`config.mk`:
```
export PLATFORM = sky130hd
export DESIGN_NAME = sas_top
export DESIGN_NICKNAME = d
export VERILOG_FILES = /design/src/sas_pkg.sv /design/src/sas_conv_timer.sv /design/src/sas_sync2.sv /design/src/sas_top.sv
export SDC_FILE = /design/constraint.sdc
export NUM_CORES = 1
export LEC_CHECK = 0
export ABC_AREA = 1
export BUFFER_PORTS_ARGS = -buffer_cell sky130_fd_sc_hd__buf_2
export CORE_UTILIZATION = 57
export CTS_BUF_LIST = sky130_fd_sc_hd__clkbuf_16
export DETAILED_ROUTE_END_ITERATION = 10
export PLACE_DENSITY = 0.85
export SYNTH_ARGS = -nofsm -noshare
export SYNTH_HDL_FRONTEND = slang
export SYNTH_SLANG_ARGS = --single-unit
export TNS_END_PERCENT = 5
```
`constraint.sdc`:
```
create_clock -name sys_clk_i -period 3.6 [get_ports sys_clk_i]
set_clock_uncertainty 0.2 [all_clocks]
set_input_delay 0.72 -clock sys_clk_i [delete_from_list [all_inputs] [get_ports sys_clk_i]]
set_output_delay 0.72 -clock sys_clk_i [all_outputs]
set_load 0.1 [all_outputs]
```
`src/sas_pkg.sv`:
```
// Shared constants and types of the converter sequencer.
// Assumes a 100 MHz oscillator clock and APB word access.
package sas_pkg;

    ////////////////////////////////////////////////////////////////
    // Register indices; byte address is four times the index
    localparam int unsigned ADDR_W = 8;
    localparam logic [7:0] IDX_CTRL1 = 8'h0e; // Start, mode, channel
    localparam logic [7:0] IDX_CTRL2 = 8'h0f; // Time select, ladder
    localparam logic [7:0] IDX_RES_LO = 8'h20; // Low bits and flags
    localparam logic [7:0] IDX_RES_HI = 8'h21; // Upper eight bits
    localparam logic [ADDR_W-1:0] ADDR_CTRL1 = {IDX_CTRL1[5:0], 2'b00};
    localparam logic [ADDR_W-1:0] ADDR_CTRL2 = {IDX_CTRL2[5:0], 2'b00};
    localparam logic [ADDR_W-1:0] ADDR_RES_LO = {IDX_RES_LO[5:0], 2'b00};
    localparam logic [ADDR_W-1:0] ADDR_RES_HI = {IDX_RES_HI[5:0], 2'b00};

    ////////////////////////////////////////////////////////////////
    // Operating modes and register layouts
    typedef enum logic [1:0] {
        MODE_OFF = 2'h0,
        MODE_SINGLE = 2'h1,
        MODE_RSVD = 2'h2,
        MODE_REPEAT = 2'h3
    } sas_mode_t;

    typedef struct packed {
        logic conv_start_bit; // Bit 7, clears itself
        sas_mode_t conv_op_mode; // Bits 6..5
        logic analog_in_disable; // Bit 4
        logic [3:0] channel_sel; // Bits 3..0
    } sas_ctrl1_t;

    typedef struct packed {
        logic [1:0] undef_hi; // Bits 7..6, never stored
        logic ladder_always_on; // Bit 5
        logic fixed_one; // Bit 4, software keeps it 1
        logic [2:0] conv_time_sel; // Bits 3..1
        logic fixed_zero; // Bit 0, software keeps it 0
    } sas_ctrl2_t;

    localparam sas_ctrl1_t CTRL1_RESET = 8'h10;
    localparam sas_ctrl2_t CTRL2_RESET = 8'h00;

    // Sequencer states
    typedef enum logic {ST_IDLE, ST_CONV} sas_state_t;

    ////////////////////////////////////////////////////////////////
    // Conversion time codes and lengths in oscillator clocks
    localparam int unsigned CNT_W = 11;
    localparam logic [2:0] TSEL_39 = 3'h0;
    localparam logic [2:0] TSEL_78 = 3'h2;
    localparam logic [2:0] TSEL_156 = 3'h3;
    localparam logic [2:0] TSEL_312 = 3'h4;
    localparam logic [2:0] TSEL_624 = 3'h5;
    localparam logic [2:0] TSEL_1248 = 3'h6;
    localparam logic [CNT_W-1:0] LEN_39 = 11'h027;
    localparam logic [CNT_W-1:0] LEN_78 = 11'h04e;
    localparam logic [CNT_W-1:0] LEN_156 = 11'h09c;
    localparam logic [CNT_W-1:0] LEN_312 = 11'h138;
    localparam logic [CNT_W-1:0] LEN_624 = 11'h270;
    localparam logic [CNT_W-1:0] LEN_1248 = 11'h4e0;

    // Approximation: ten trials, one every three clocks
    localparam int unsigned RES_W = 10;
    localparam logic [RES_W-1:0] RES_MSB = 10'h200;
    localparam logic [1:0] TRIAL_LAST = 2'h2;

endpackage : sas_pkg

```
`src/sas_conv_timer.sv`:
```
// Down-counter that times one conversion in oscillator clocks.
// Assumes load and stop never come in the same cycle with meaning.
module sas_conv_timer (
    input wire logic sys_clk_i,
    input wire logic nrst_i,
    input wire logic load_i,
    input wire logic [sas_pkg::CNT_W-1:0] len_i,
    input wire logic stop_i,
    output logic running_o,
    output logic expire_o
);

    // Run flag and remaining count
    typedef struct packed {
        logic run;
        logic [sas_pkg::CNT_W-1:0] cnt;
    } sas_tmr_t;

    sas_tmr_t t_reg;
    sas_tmr_t t_next;

    // Load wins, so a repeat restart reloads on expiry
    always_comb begin
        t_next = t_reg;
        if (load_i) begin
            t_next.run = 1'b1;
            t_next.cnt = sas_pkg::CNT_W'(len_i - 1'b1);
        end else if (stop_i) begin
            t_next.run = 1'b0;
        end else if (t_reg.run) begin
            if (t_reg.cnt == '0) begin
                t_next.run = 1'b0;
            end else begin
                t_next.cnt = sas_pkg::CNT_W'(t_reg.cnt - 1'b1);
            end
        end
    end

    // Synchronous reset to stopped
    always_ff @(posedge sys_clk_i) begin
        if (!nrst_i) begin
            t_reg <= '0;
        end else begin
            t_reg <= t_next;
        end
    end

    assign running_o = t_reg.run;
    assign expire_o = t_reg.run && (t_reg.cnt == '0);

endmodule // sas_conv_timer

```
`src/sas_sync2.sv`:
```
// Two-flop synchroniser for one level from outside the clock domain.
// Assumes the level stays for several clocks to be seen.
module sas_sync2 (
    input wire logic sys_clk_i,
    input wire logic nrst_i,
    input wire logic async_i,
    output logic sync_o
);

    // Both stages in one state word
    typedef struct packed {
        logic meta; // First stage, read by second only
        logic sync; // Second stage
    } sas_sync_t;

    sas_sync_t s_reg;
    sas_sync_t s_next;

    // Shift the level along
    always_comb begin
        s_next.meta = async_i;
        s_next.sync = s_reg.meta;
    end

    // Synchronous reset to low
    always_ff @(posedge sys_clk_i) begin
        if (!nrst_i) begin
            s_reg <= '0;
        end else begin
            s_reg <= s_next;
        end
    end

    assign sync_o = s_reg.sync;

endmodule // sas_sync2

```
`src/sas_top.sv`:
```
// Sequencer and result registers of a 10-bit approximating converter.
// Assumes an APB master, a comparator output on comp_i and a
// standby level from the clock controller on this clock.
module sas_top (
    input wire logic sys_clk_i,
    input wire logic nrst_i,
    input wire logic psel_i,
    input wire logic penable_i,
    input wire logic pwrite_i,
    input wire logic [sas_pkg::ADDR_W-1:0] paddr_i,
    input wire logic [31:0] pwdata_i,
    output logic [31:0] prdata_o,
    output logic pready_o,
    output logic pslverr_o,
    input wire logic standby_i,
    input wire logic comp_i,
    output logic ladder_on_o,
    output logic [sas_pkg::RES_W-1:0] dac_code_o,
    output logic [3:0] channel_sel_o,
    output logic analog_in_disable_o,
    output logic conv_done_irq_o
);

    ////////////////////////////////////////////////////////////////
    // State of the whole block
    typedef struct packed {
        sas_pkg::sas_state_t state; // Idle or converting
        sas_pkg::sas_ctrl1_t c1; // First control register
        sas_pkg::sas_ctrl2_t c2; // Second control register
        logic done; // Conversion done flag
        logic irq; // Completion pulse
        logic [sas_pkg::RES_W-1:0] result; // Last full result
        logic [sas_pkg::RES_W-1:0] code; // Trial code to ladder
        logic [sas_pkg::RES_W-1:0] probe; // Bit under trial
        logic [1:0] phase; // Clocks since last trial
        logic [7:0] rdata; // Read data caught at setup
    } sas_core_t;

    sas_core_t r_reg;
    sas_core_t r_next;

    logic comp_s; // Comparator after synchroniser
    logic tmr_run; // Timer busy
    logic tmr_exp; // Last cycle of a conversion
    logic tmr_load; // Start or restart the timer
    logic go; // Software start taken
    logic abort; // Conversion halted early
    logic restart; // Repeat chaining
    logic setup; // APB setup phase
    logic access; // APB access phase
    logic hit; // Address is mapped
    logic [sas_pkg::CNT_W-1:0] len; // Length of next conversion

    ////////////////////////////////////////////////////////////////
    // Length lookup; reserved codes take the longest, safe choice
    function automatic logic [sas_pkg::CNT_W-1:0] conv_len(input logic [2:0] sel);
        case (sel)
            sas_pkg::TSEL_39: conv_len = sas_pkg::LEN_39;
            sas_pkg::TSEL_78: conv_len = sas_pkg::LEN_78;
            sas_pkg::TSEL_156: conv_len = sas_pkg::LEN_156;
            sas_pkg::TSEL_312: conv_len = sas_pkg::LEN_312;
            sas_pkg::TSEL_624: conv_len = sas_pkg::LEN_624;
            default: conv_len = sas_pkg::LEN_1248;
        endcase
    endfunction

    // Only single and repeat modes may convert
    function automatic logic mode_runs(input sas_pkg::sas_mode_t m);
        mode_runs = (m == sas_pkg::MODE_SINGLE) || (m == sas_pkg::MODE_REPEAT);
    endfunction

    ////////////////////////////////////////////////////////////////
    // Comparator crosses in from the analog side
    sas_sync2 u_comp_sync (
        .sys_clk_i(sys_clk_i),
        .nrst_i(nrst_i),
        .async_i(comp_i),
        .sync_o(comp_s)
    );

    // Conversion timer
    sas_conv_timer u_timer (
        .sys_clk_i(sys_clk_i),
        .nrst_i(nrst_i),
        .load_i(tmr_load),
        .len_i(len),
        .stop_i(abort),
        .running_o(tmr_run),
        .expire_o(tmr_exp)
    );

    ////////////////////////////////////////////////////////////////
    // Bus decode; zero wait states past the setup phase
    assign setup = psel_i && !penable_i;
    assign access = psel_i && penable_i;
    assign hit = (paddr_i == sas_pkg::ADDR_CTRL1) || (paddr_i == sas_pkg::ADDR_CTRL2) ||
                 (paddr_i == sas_pkg::ADDR_RES_LO) || (paddr_i == sas_pkg::ADDR_RES_HI);
    assign pready_o = access;
    assign pslverr_o = access && !hit;
    assign len = conv_len(r_reg.c2.conv_time_sel);

    ////////////////////////////////////////////////////////////////
    // Next state of registers and sequencer
    always_comb begin
        r_next = r_reg;
        r_next.irq = 1'b0;
        go = 1'b0;
        abort = 1'b0;
        restart = 1'b0;

        // Register writes at the access phase
        if (access && pwrite_i && !standby_i) begin
            if (paddr_i == sas_pkg::ADDR_CTRL1) begin
                r_next.c1 = pwdata_i[7:0];
            end else if (paddr_i == sas_pkg::ADDR_CTRL2) begin
                r_next.c2 = {2'b00, pwdata_i[5:0]};
            end
        end

        // Reading the upper result clears done; set below wins
        if (access && !pwrite_i && paddr_i == sas_pkg::ADDR_RES_HI) begin
            r_next.done = 1'b0;
        end

        // Read data caught in setup so it comes from a flop
        if (setup) begin
            case (paddr_i)
                sas_pkg::ADDR_CTRL1: r_next.rdata = r_reg.c1;
                sas_pkg::ADDR_CTRL2: r_next.rdata = {2'b00, r_reg.c2[5:0]};
                sas_pkg::ADDR_RES_LO: r_next.rdata = {r_reg.result[1:0], r_reg.done,
                                                      r_reg.state == sas_pkg::ST_CONV, 4'h0};
                sas_pkg::ADDR_RES_HI: r_next.rdata = r_reg.result[9:2];
                default: r_next.rdata = 8'h00;
            endcase
        end

        // Sequencer
        case (r_reg.state)
            sas_pkg::ST_IDLE: begin
                // Start bit taken only in a running mode
                if (r_reg.c1.conv_start_bit && mode_runs(r_next.c1.conv_op_mode) && !standby_i) begin
                    go = 1'b1;
                end
            end
            sas_pkg::ST_CONV: begin
                if (standby_i || !mode_runs(r_next.c1.conv_op_mode)) begin
                    // Halt at once; partial code is dropped
                    abort = 1'b1;
                    r_next.state = sas_pkg::ST_IDLE;
                end else begin
                    // One trial every three clocks, MSB first
                    if (r_reg.probe != '0) begin
                        if (r_reg.phase == sas_pkg::TRIAL_LAST) begin
                            r_next.phase = 2'h0;
                            r_next.probe = r_reg.probe >> 1;
                            r_next.code = (comp_s ? r_reg.code : (r_reg.code & ~r_reg.probe)) |
                                          (r_reg.probe >> 1);
                        end else begin
                            r_next.phase = 2'(r_reg.phase + 1'b1);
                        end
                    end
                    if (tmr_exp) begin
                        r_next.result = r_reg.code;
                        r_next.done = 1'b1;
                        r_next.irq = 1'b1;
                        if (r_reg.c1.conv_op_mode == sas_pkg::MODE_REPEAT) begin
                            restart = 1'b1;
                        end else begin
                            r_next.state = sas_pkg::ST_IDLE;
                        end
                    end
                end
            end
            default: begin
                r_next.state = sas_pkg::ST_IDLE;
            end
        endcase

        // Fresh trial for a start or a chained restart
        if (go || restart) begin
            r_next.state = sas_pkg::ST_CONV;
            r_next.code = sas_pkg::RES_MSB;
            r_next.probe = sas_pkg::RES_MSB;
            r_next.phase = 2'h0;
        end
        if (go) begin
            r_next.c1.conv_start_bit = 1'b0;
            r_next.done = 1'b0;
        end

        // Standby: both controls back to reset, result lost
        if (standby_i) begin
            r_next.c1 = sas_pkg::CTRL1_RESET;
            r_next.c2 = sas_pkg::CTRL2_RESET;
            r_next.result = '0;
            r_next.done = 1'b0;
            r_next.state = sas_pkg::ST_IDLE;
        end
    end

    assign tmr_load = go || restart;

    // Synchronous reset of all state
    always_ff @(posedge sys_clk_i) begin
        if (!nrst_i) begin
            r_reg <= {sas_pkg::ST_IDLE, sas_pkg::CTRL1_RESET, sas_pkg::CTRL2_RESET,
                      1'b0, 1'b0, {sas_pkg::RES_W{1'b0}}, {sas_pkg::RES_W{1'b0}},
                      {sas_pkg::RES_W{1'b0}}, 2'h0, 8'h00};
        end else begin
            r_reg <= r_next;
        end
    end

    ////////////////////////////////////////////////////////////////
    // Outputs
    assign prdata_o = {24'h000000, r_reg.rdata};
    assign ladder_on_o = r_reg.c2.ladder_always_on || (r_reg.state == sas_pkg::ST_CONV);
    assign dac_code_o = r_reg.code;
    assign channel_sel_o = r_reg.c1.channel_sel;
    assign analog_in_disable_o = r_reg.c1.analog_in_disable;
    assign conv_done_irq_o = r_reg.irq;

    ////////////////////////////////////////////////////////////////
    // Checks; helper counts clocks since each timer load
    logic [sas_pkg::CNT_W-1:0] a_cyc;
    logic [sas_pkg::CNT_W-1:0] a_len;
    logic busy;
    assign busy = (r_reg.state == sas_pkg::ST_CONV);

    always_ff @(posedge sys_clk_i) begin
        if (!nrst_i) begin
            a_cyc <= '0;
            a_len <= '0;
        end else if (tmr_load) begin
            a_cyc <= '0;
            a_len <= len;
        end else begin
            a_cyc <= sas_pkg::CNT_W'(a_cyc + 1'b1);
        end
    end
endmodule // sas_top

```
Word level (Yosys, flattened, before mapping)
Cells that the tools add are included.

Flip-flop bits (word level): 71. Bits in latches: 0. Memory bits (writable): 0. Bits in read-only memories: 0. Input bits: 47. Output and inout port bits: 51. Logic and storage cells: 120. Memories kept: 0.

Add/subtract/negate cells: 3. $mul: 0. Div/mod/pow operators: 0. $lt $le $gt $ge: 0. Eq/ne operators: 15. Shift operators: 0. Mux-type cells: 33. Bitwise gates (word level): 7. Reduce and logical (&&, ||, !) cells: 40.

Operator list (count): 34-bit 2-to-1 mux (2); 11-bit case mux with 5 select lines (1); 22-bit 2-to-1 mux (2); 12-bit 2-to-1 mux (3); 8-bit case mux with 4 select lines (1); 11-bit 2-to-1 mux (2); 11-bit by 1-bit subtractor with 11-bit output, second input constant (2); 20-bit 2-to-1 mux (1); 8-bit by 6-bit equality test with 1-bit output, second input constant (2); 8-bit equality test, second input constant (2); 1-bit 2-to-1 mux (15); 15-bit 2-to-1 mux (1); 6-bit 2-to-1 mux (2); 3-bit AND reduction (4); 11-bit zero test (1); 10-bit AND (1); 1-bit logical AND (10); 10-bit 2-to-1 mux (1); 10-bit NOT (1); 10-bit by 9-bit OR with 10-bit output (1); 10-bit nonzero test (1); 4-bit AND reduction (2); 2-bit nonzero test (4); 1-bit logical OR (7); 14 further kinds (29).

Depth between registers and ports, before layout
Depth in word-level cells: 13. Mapped depth: 15. Gate-level depth less buffers: 15.

By module
Synthesis repeated with hierarchy kept, for this count alone.

Cell total of the unflattened synthesis: 630. Area, all modules: 4206.5 µm².

By module, submodules not included: sas_top (instances 1, cells each 433, area each 3056.7 µm², sequential area each 1141.1 µm²); sas_conv_timer (instances 1, cells each 191, area each 1094.8 µm², sequential area each 240.2 µm²); sas_sync2 (instances 1, cells each 6, area each 55.1 µm², sequential area each 40.0 µm²).

Least setup slack after synthesis
Ideal clock, no wire load.

Kind: input -> output. From: in paddr_i[5] (netlist name). To: out pslverr_o. Arrival time: 3.196 ns. Required time: 2.680 ns. Path slack: -0.516 ns. Cell stages on the path: 7. Buffers on the path: 0. Cell sequence: nand2_1 > inv_1 > nand2_1 > nor2_4 > inv_1 > nand3_1 > nor3_1.

Word-level cells in the longest chain between the ends: 6. Elaborated cells between the ends (all ways): 9. Those cells by class: eq/ne (4); reduce/logical (5).

Ends and longest elaborated chain: start, declared (RTL line sas_top.sv:10) `input wire logic [sas_pkg::ADDR_W-1:0] paddr_i,`; 8-bit by 6-bit equality test with 1-bit output (RTL line sas_top.sv:96) `assign hit = (paddr_i == sas_pkg::ADDR_CTRL1) || (paddr_i == sas_pkg::ADDR_CTRL2) ||`; 1-bit logical OR (2 in a row) (RTL line sas_top.sv:96); 1-bit logical OR (*) (RTL line sas_top.sv:97) `(paddr_i == sas_pkg::ADDR_RES_LO) || (paddr_i == sas_pkg::ADDR_RES_HI);`; 1-bit zero test (*) (RTL line sas_top.sv:99) `assign pslverr_o = access && !hit;`; 1-bit logical AND (*) (RTL line sas_top.sv:99); end, declared (RTL line sas_top.sv:14) `output logic pslverr_o,`.

Mark *: on every way between the ends. The rest lies on a longest branch, timed or not.

Worst setup path after layout
From: in paddr_i[4] (netlist name). To: out pslverr_o.

Same word-level chain as after synthesis.

==> summary.md <==
| Metric | Value |
|---|---|
| ANT cells | `0` |
| HPWL after DPL | `6010 um` |
| Final setup viols | `0` |
| First-pass GRT wire length | `14200 um` |
| Total GRT Usage | `25.5%` |
| Worst setup margin | `0.596 ns` |
| Non-filler instance count after layout | `635` |
| Ys async rst share | `0%` |
| NetSw | `0.510 mW` |
| Die area | `6860 um2` |
| Ys flop type | `dfxtp_1` |
| Maximum VDD drop | `0.000424 V` |
| Post-CTS setup buffers | `0` |
| Status | `complete, no violations` |
| Global route total overflow | `0` |
| Lkg Pwr | `1.82 nW` |
| FF-to-FF End | `u_timer.t_reg[5]` |
| WL final | `8450 um` |
| Root Driver | `clkbuf_16` |
| Num CTS Buffers | `9` |
| Worst EP arrival | `2.08 ns` |
| Clock power frac | `50.2%` |
| FF-to-FF Start | `u_timer.t_reg[0]` |
| Detail Route Antenna Nets | `0` |
| Synth area leaders | `dfxtp_1, nand2_1, buf_4` |
| Initial Util | `59.0%` |
| DRC viols | `0` |
| I/O pin cnt | `98` |
| CP endpoint kind | `output port` |
| Largest net degree at the start of global routing | `21` |
| Yosys reg bits | `71` |
| Area share of the largest cell type after synthesis | `38.2%` |
| Count leader, synth | `nand2_1` |
| Worst skew pair latency | `0.33 ns` |
| Initial antenna violation count | `0` |
| # clock sinks | `71` |
| Kind of critical path | `in -> out` |
| Netlist cell types | `40` |
| Design Area, Final | `4090 um2` |
| Final Hold Vio Count | `0` |
| Sw frac | `26.4%` |
| Detailed-router iteration count before antenna repair | `6` |
| Area delta synth->final | `9.81%` |
| Comb power frac | `8.9%` |
| Fin util | `64.8%` |
| Commonest cells in the netlist | `nand2_1, dfxtp_1, nor2_1` |
| Clk slew on worst S/H paths | `0.06 ns` |
| Vias | `3433` |
| Hold EP | `u_comp_sync.sync_o` |
| CTS tree | `yes` |
| Period utilisation layout | `83.5%` |
| Vias/cell | `5.41` |
| Post-CTS sizing | `0` |
| CP Data Required Time | `2.68 ns` |
| Layout cells sized above 1 | `17.2%` |
| Cells after synthesis | `527` |
| H-tree depth | `3` |
| Initial DRC Count | `277` |
| Max-slew headroom | `64.6%` |
| PwrDens | `472 nW/um2` |
| IO buf count | `49` |
| Placed cells | `619` |
| R2R cell count | `13` |
| Dpl cell area | `3760 um2` |
| Max FO, Critical Path | `8` |
| Int Power | `1.42 mW` |
| Number of global-route vias before repair | `3201` |
| Seq/Total Area, Yosys | `38.2%` |
| Register share of total power | `40.9%` |
| Number of synthesized flops with an enable pin | `0` |
| Worst R2R Setup Slack | `1.32 ns` |
| Core footprint | `6310 um2` |
| Wire per inst | `13.3 um` |
| Die width | `82.8 um` |
| CTS Hold Bufs | `0` |
| Hold path cells | `2` |
| Yosys warning total | `0` |
| Total Nets Final | `603` |
| Period minus WS final | `3.00 ns` |
| Die H | `82.8 um` |
| Area leader, netlist | `dfxtp_1` |
| Mapped cell area | `3720 um2` |
| Maximum clock path buffer count | `2` |
| HP Class | `reg -> reg` |
| Cell row count | `29` |
| Pre-CTS setup slack | `0.672 ns` |
| Syn_area_per_cell | `7.07 um2` |
| GP Congestion | `0.872` |
| Slew Limit Fails | `0` |
| Max-cap violations | `0` |
| Worst-Margin Slew | `0.527 ns` |
| # fillers | `535` |
| Unrepaired setup endpoints after global routing | `false` |
| Post-Route Setup TNS | `0 ns` |
| Max reg flops | `30` |
| Maximum clock rate | `0.333 GHz` |
| Hold Path Origin | `u_comp_sync.s_next[0]` |
| Startpoint types | `primary input` |
[final cells by class]
type	count	area (um2)	area share, %
Clock buffer	9	225	5.51
Clock inverter	7	104	2.54
Inverter	58	223	5.45
Multi-Input combinational cell	361	1750	42.8
Sequential cell	71	1420	34.8
Tap cell	77	96.3	2.36
Timing Repair Buffer	52	268	6.55
[routing by layer]
metal  wire length, um  vias to the layer above  GRT usage, %
met2              4190                      171          44.0
met4               184                        0          10.2
met1              3500                     1551          30.0
li1                  -                     1688             -
met3               576                       23          6.56
met5                 0                        -             0
[metrics by stage]
step	hold WS, ns	power [mW]
after CTS	0.217	1.94
after global routing	0.234	1.98
after detailed placement	0.202	0.976
after global placement	0.204	0.974
final	0.215	1.93
after floorplan	0.190	0.971
[cell families (layout without fill, tap and decap cells)]
| kind of cell | count (synthesis) | after routing | share of synthesized area (%) |
|---|---|---|---|
| AND/OR/NAND/NOR | 219 | 219 | 25.9 |
| buffers and inverters | 118 | 126 | 17.2 |
| AO/OA/AOI/OAI | 108 | 108 | 15.9 |
| flip-flops | 71 | 71 | 38.2 |
| XOR/XNOR | 7 | 7 | 1.65 |
| adder cells (fa/ha/maj) | 3 | 3 | 1.01 |
| other | 1 | 24 | 0.101 |
[worst max-delay path, stage by stage]
cell and delay [ns]:
buf_2 0.11, nor4_2 0.52, nand2_1 0.19, inv_2 0.18
nor3_2 0.07, buf_2 0.29
[how the worst max path moves through the flow]
| stage | startpoint | to | cells past startpoint |
|---|---|---|---|
| floorplan | paddr_i[5] | pslverr_o | 7 |
| global placement | paddr_i[4] | pslverr_o | 6 |
| detailed placement | paddr_i[4] | pslverr_o | 6 |
| CTS | paddr_i[4] | pslverr_o | 6 |
| global route | paddr_i[4] | pslverr_o | 6 |
| finish | paddr_i[4] | pslverr_o | 6 |
[power groups by stage]
stage               Clock (mW)  Combinational [mW]  Sequential (mW)
global placement             0               0.168            0.806
CTS                      0.978               0.171            0.788
global route              1.01               0.179            0.788
detailed placement           0               0.170            0.806
floorplan                    0               0.167            0.804
finish                   0.969               0.172            0.788
[placed cells by master (no fill, tap or decap), types with 3 or more instances in the layout]
cell / netlist / layout
nand2_1: 106 / 106
dfxtp_1: 71 / 71
nor2_1: 61 / 61
inv_1: 50 / 50
a21oi_1: 50 / 50
buf_2: 5 / 49
o21ai_0: 38 / 38
nand3_1: 24 / 24
conb_1: 1 / 24
clkbuf_16: 0 / 9
nor3_1: 9 / 8
xor2_1: 6 / 6
inv_2: 5 / 5
nand3_2: 4 / 4
o21ai_1: 4 / 4
nor2_4: 3 / 3
nand2_4: 3 / 3
o211ai_1: 3 / 3
o221ai_1: 3 / 3
ha_1: 3 / 3
clkinv_4: 0 / 3
buf_4: 46 / 3
Note: power is estimated with default switching activity, not from simulation.
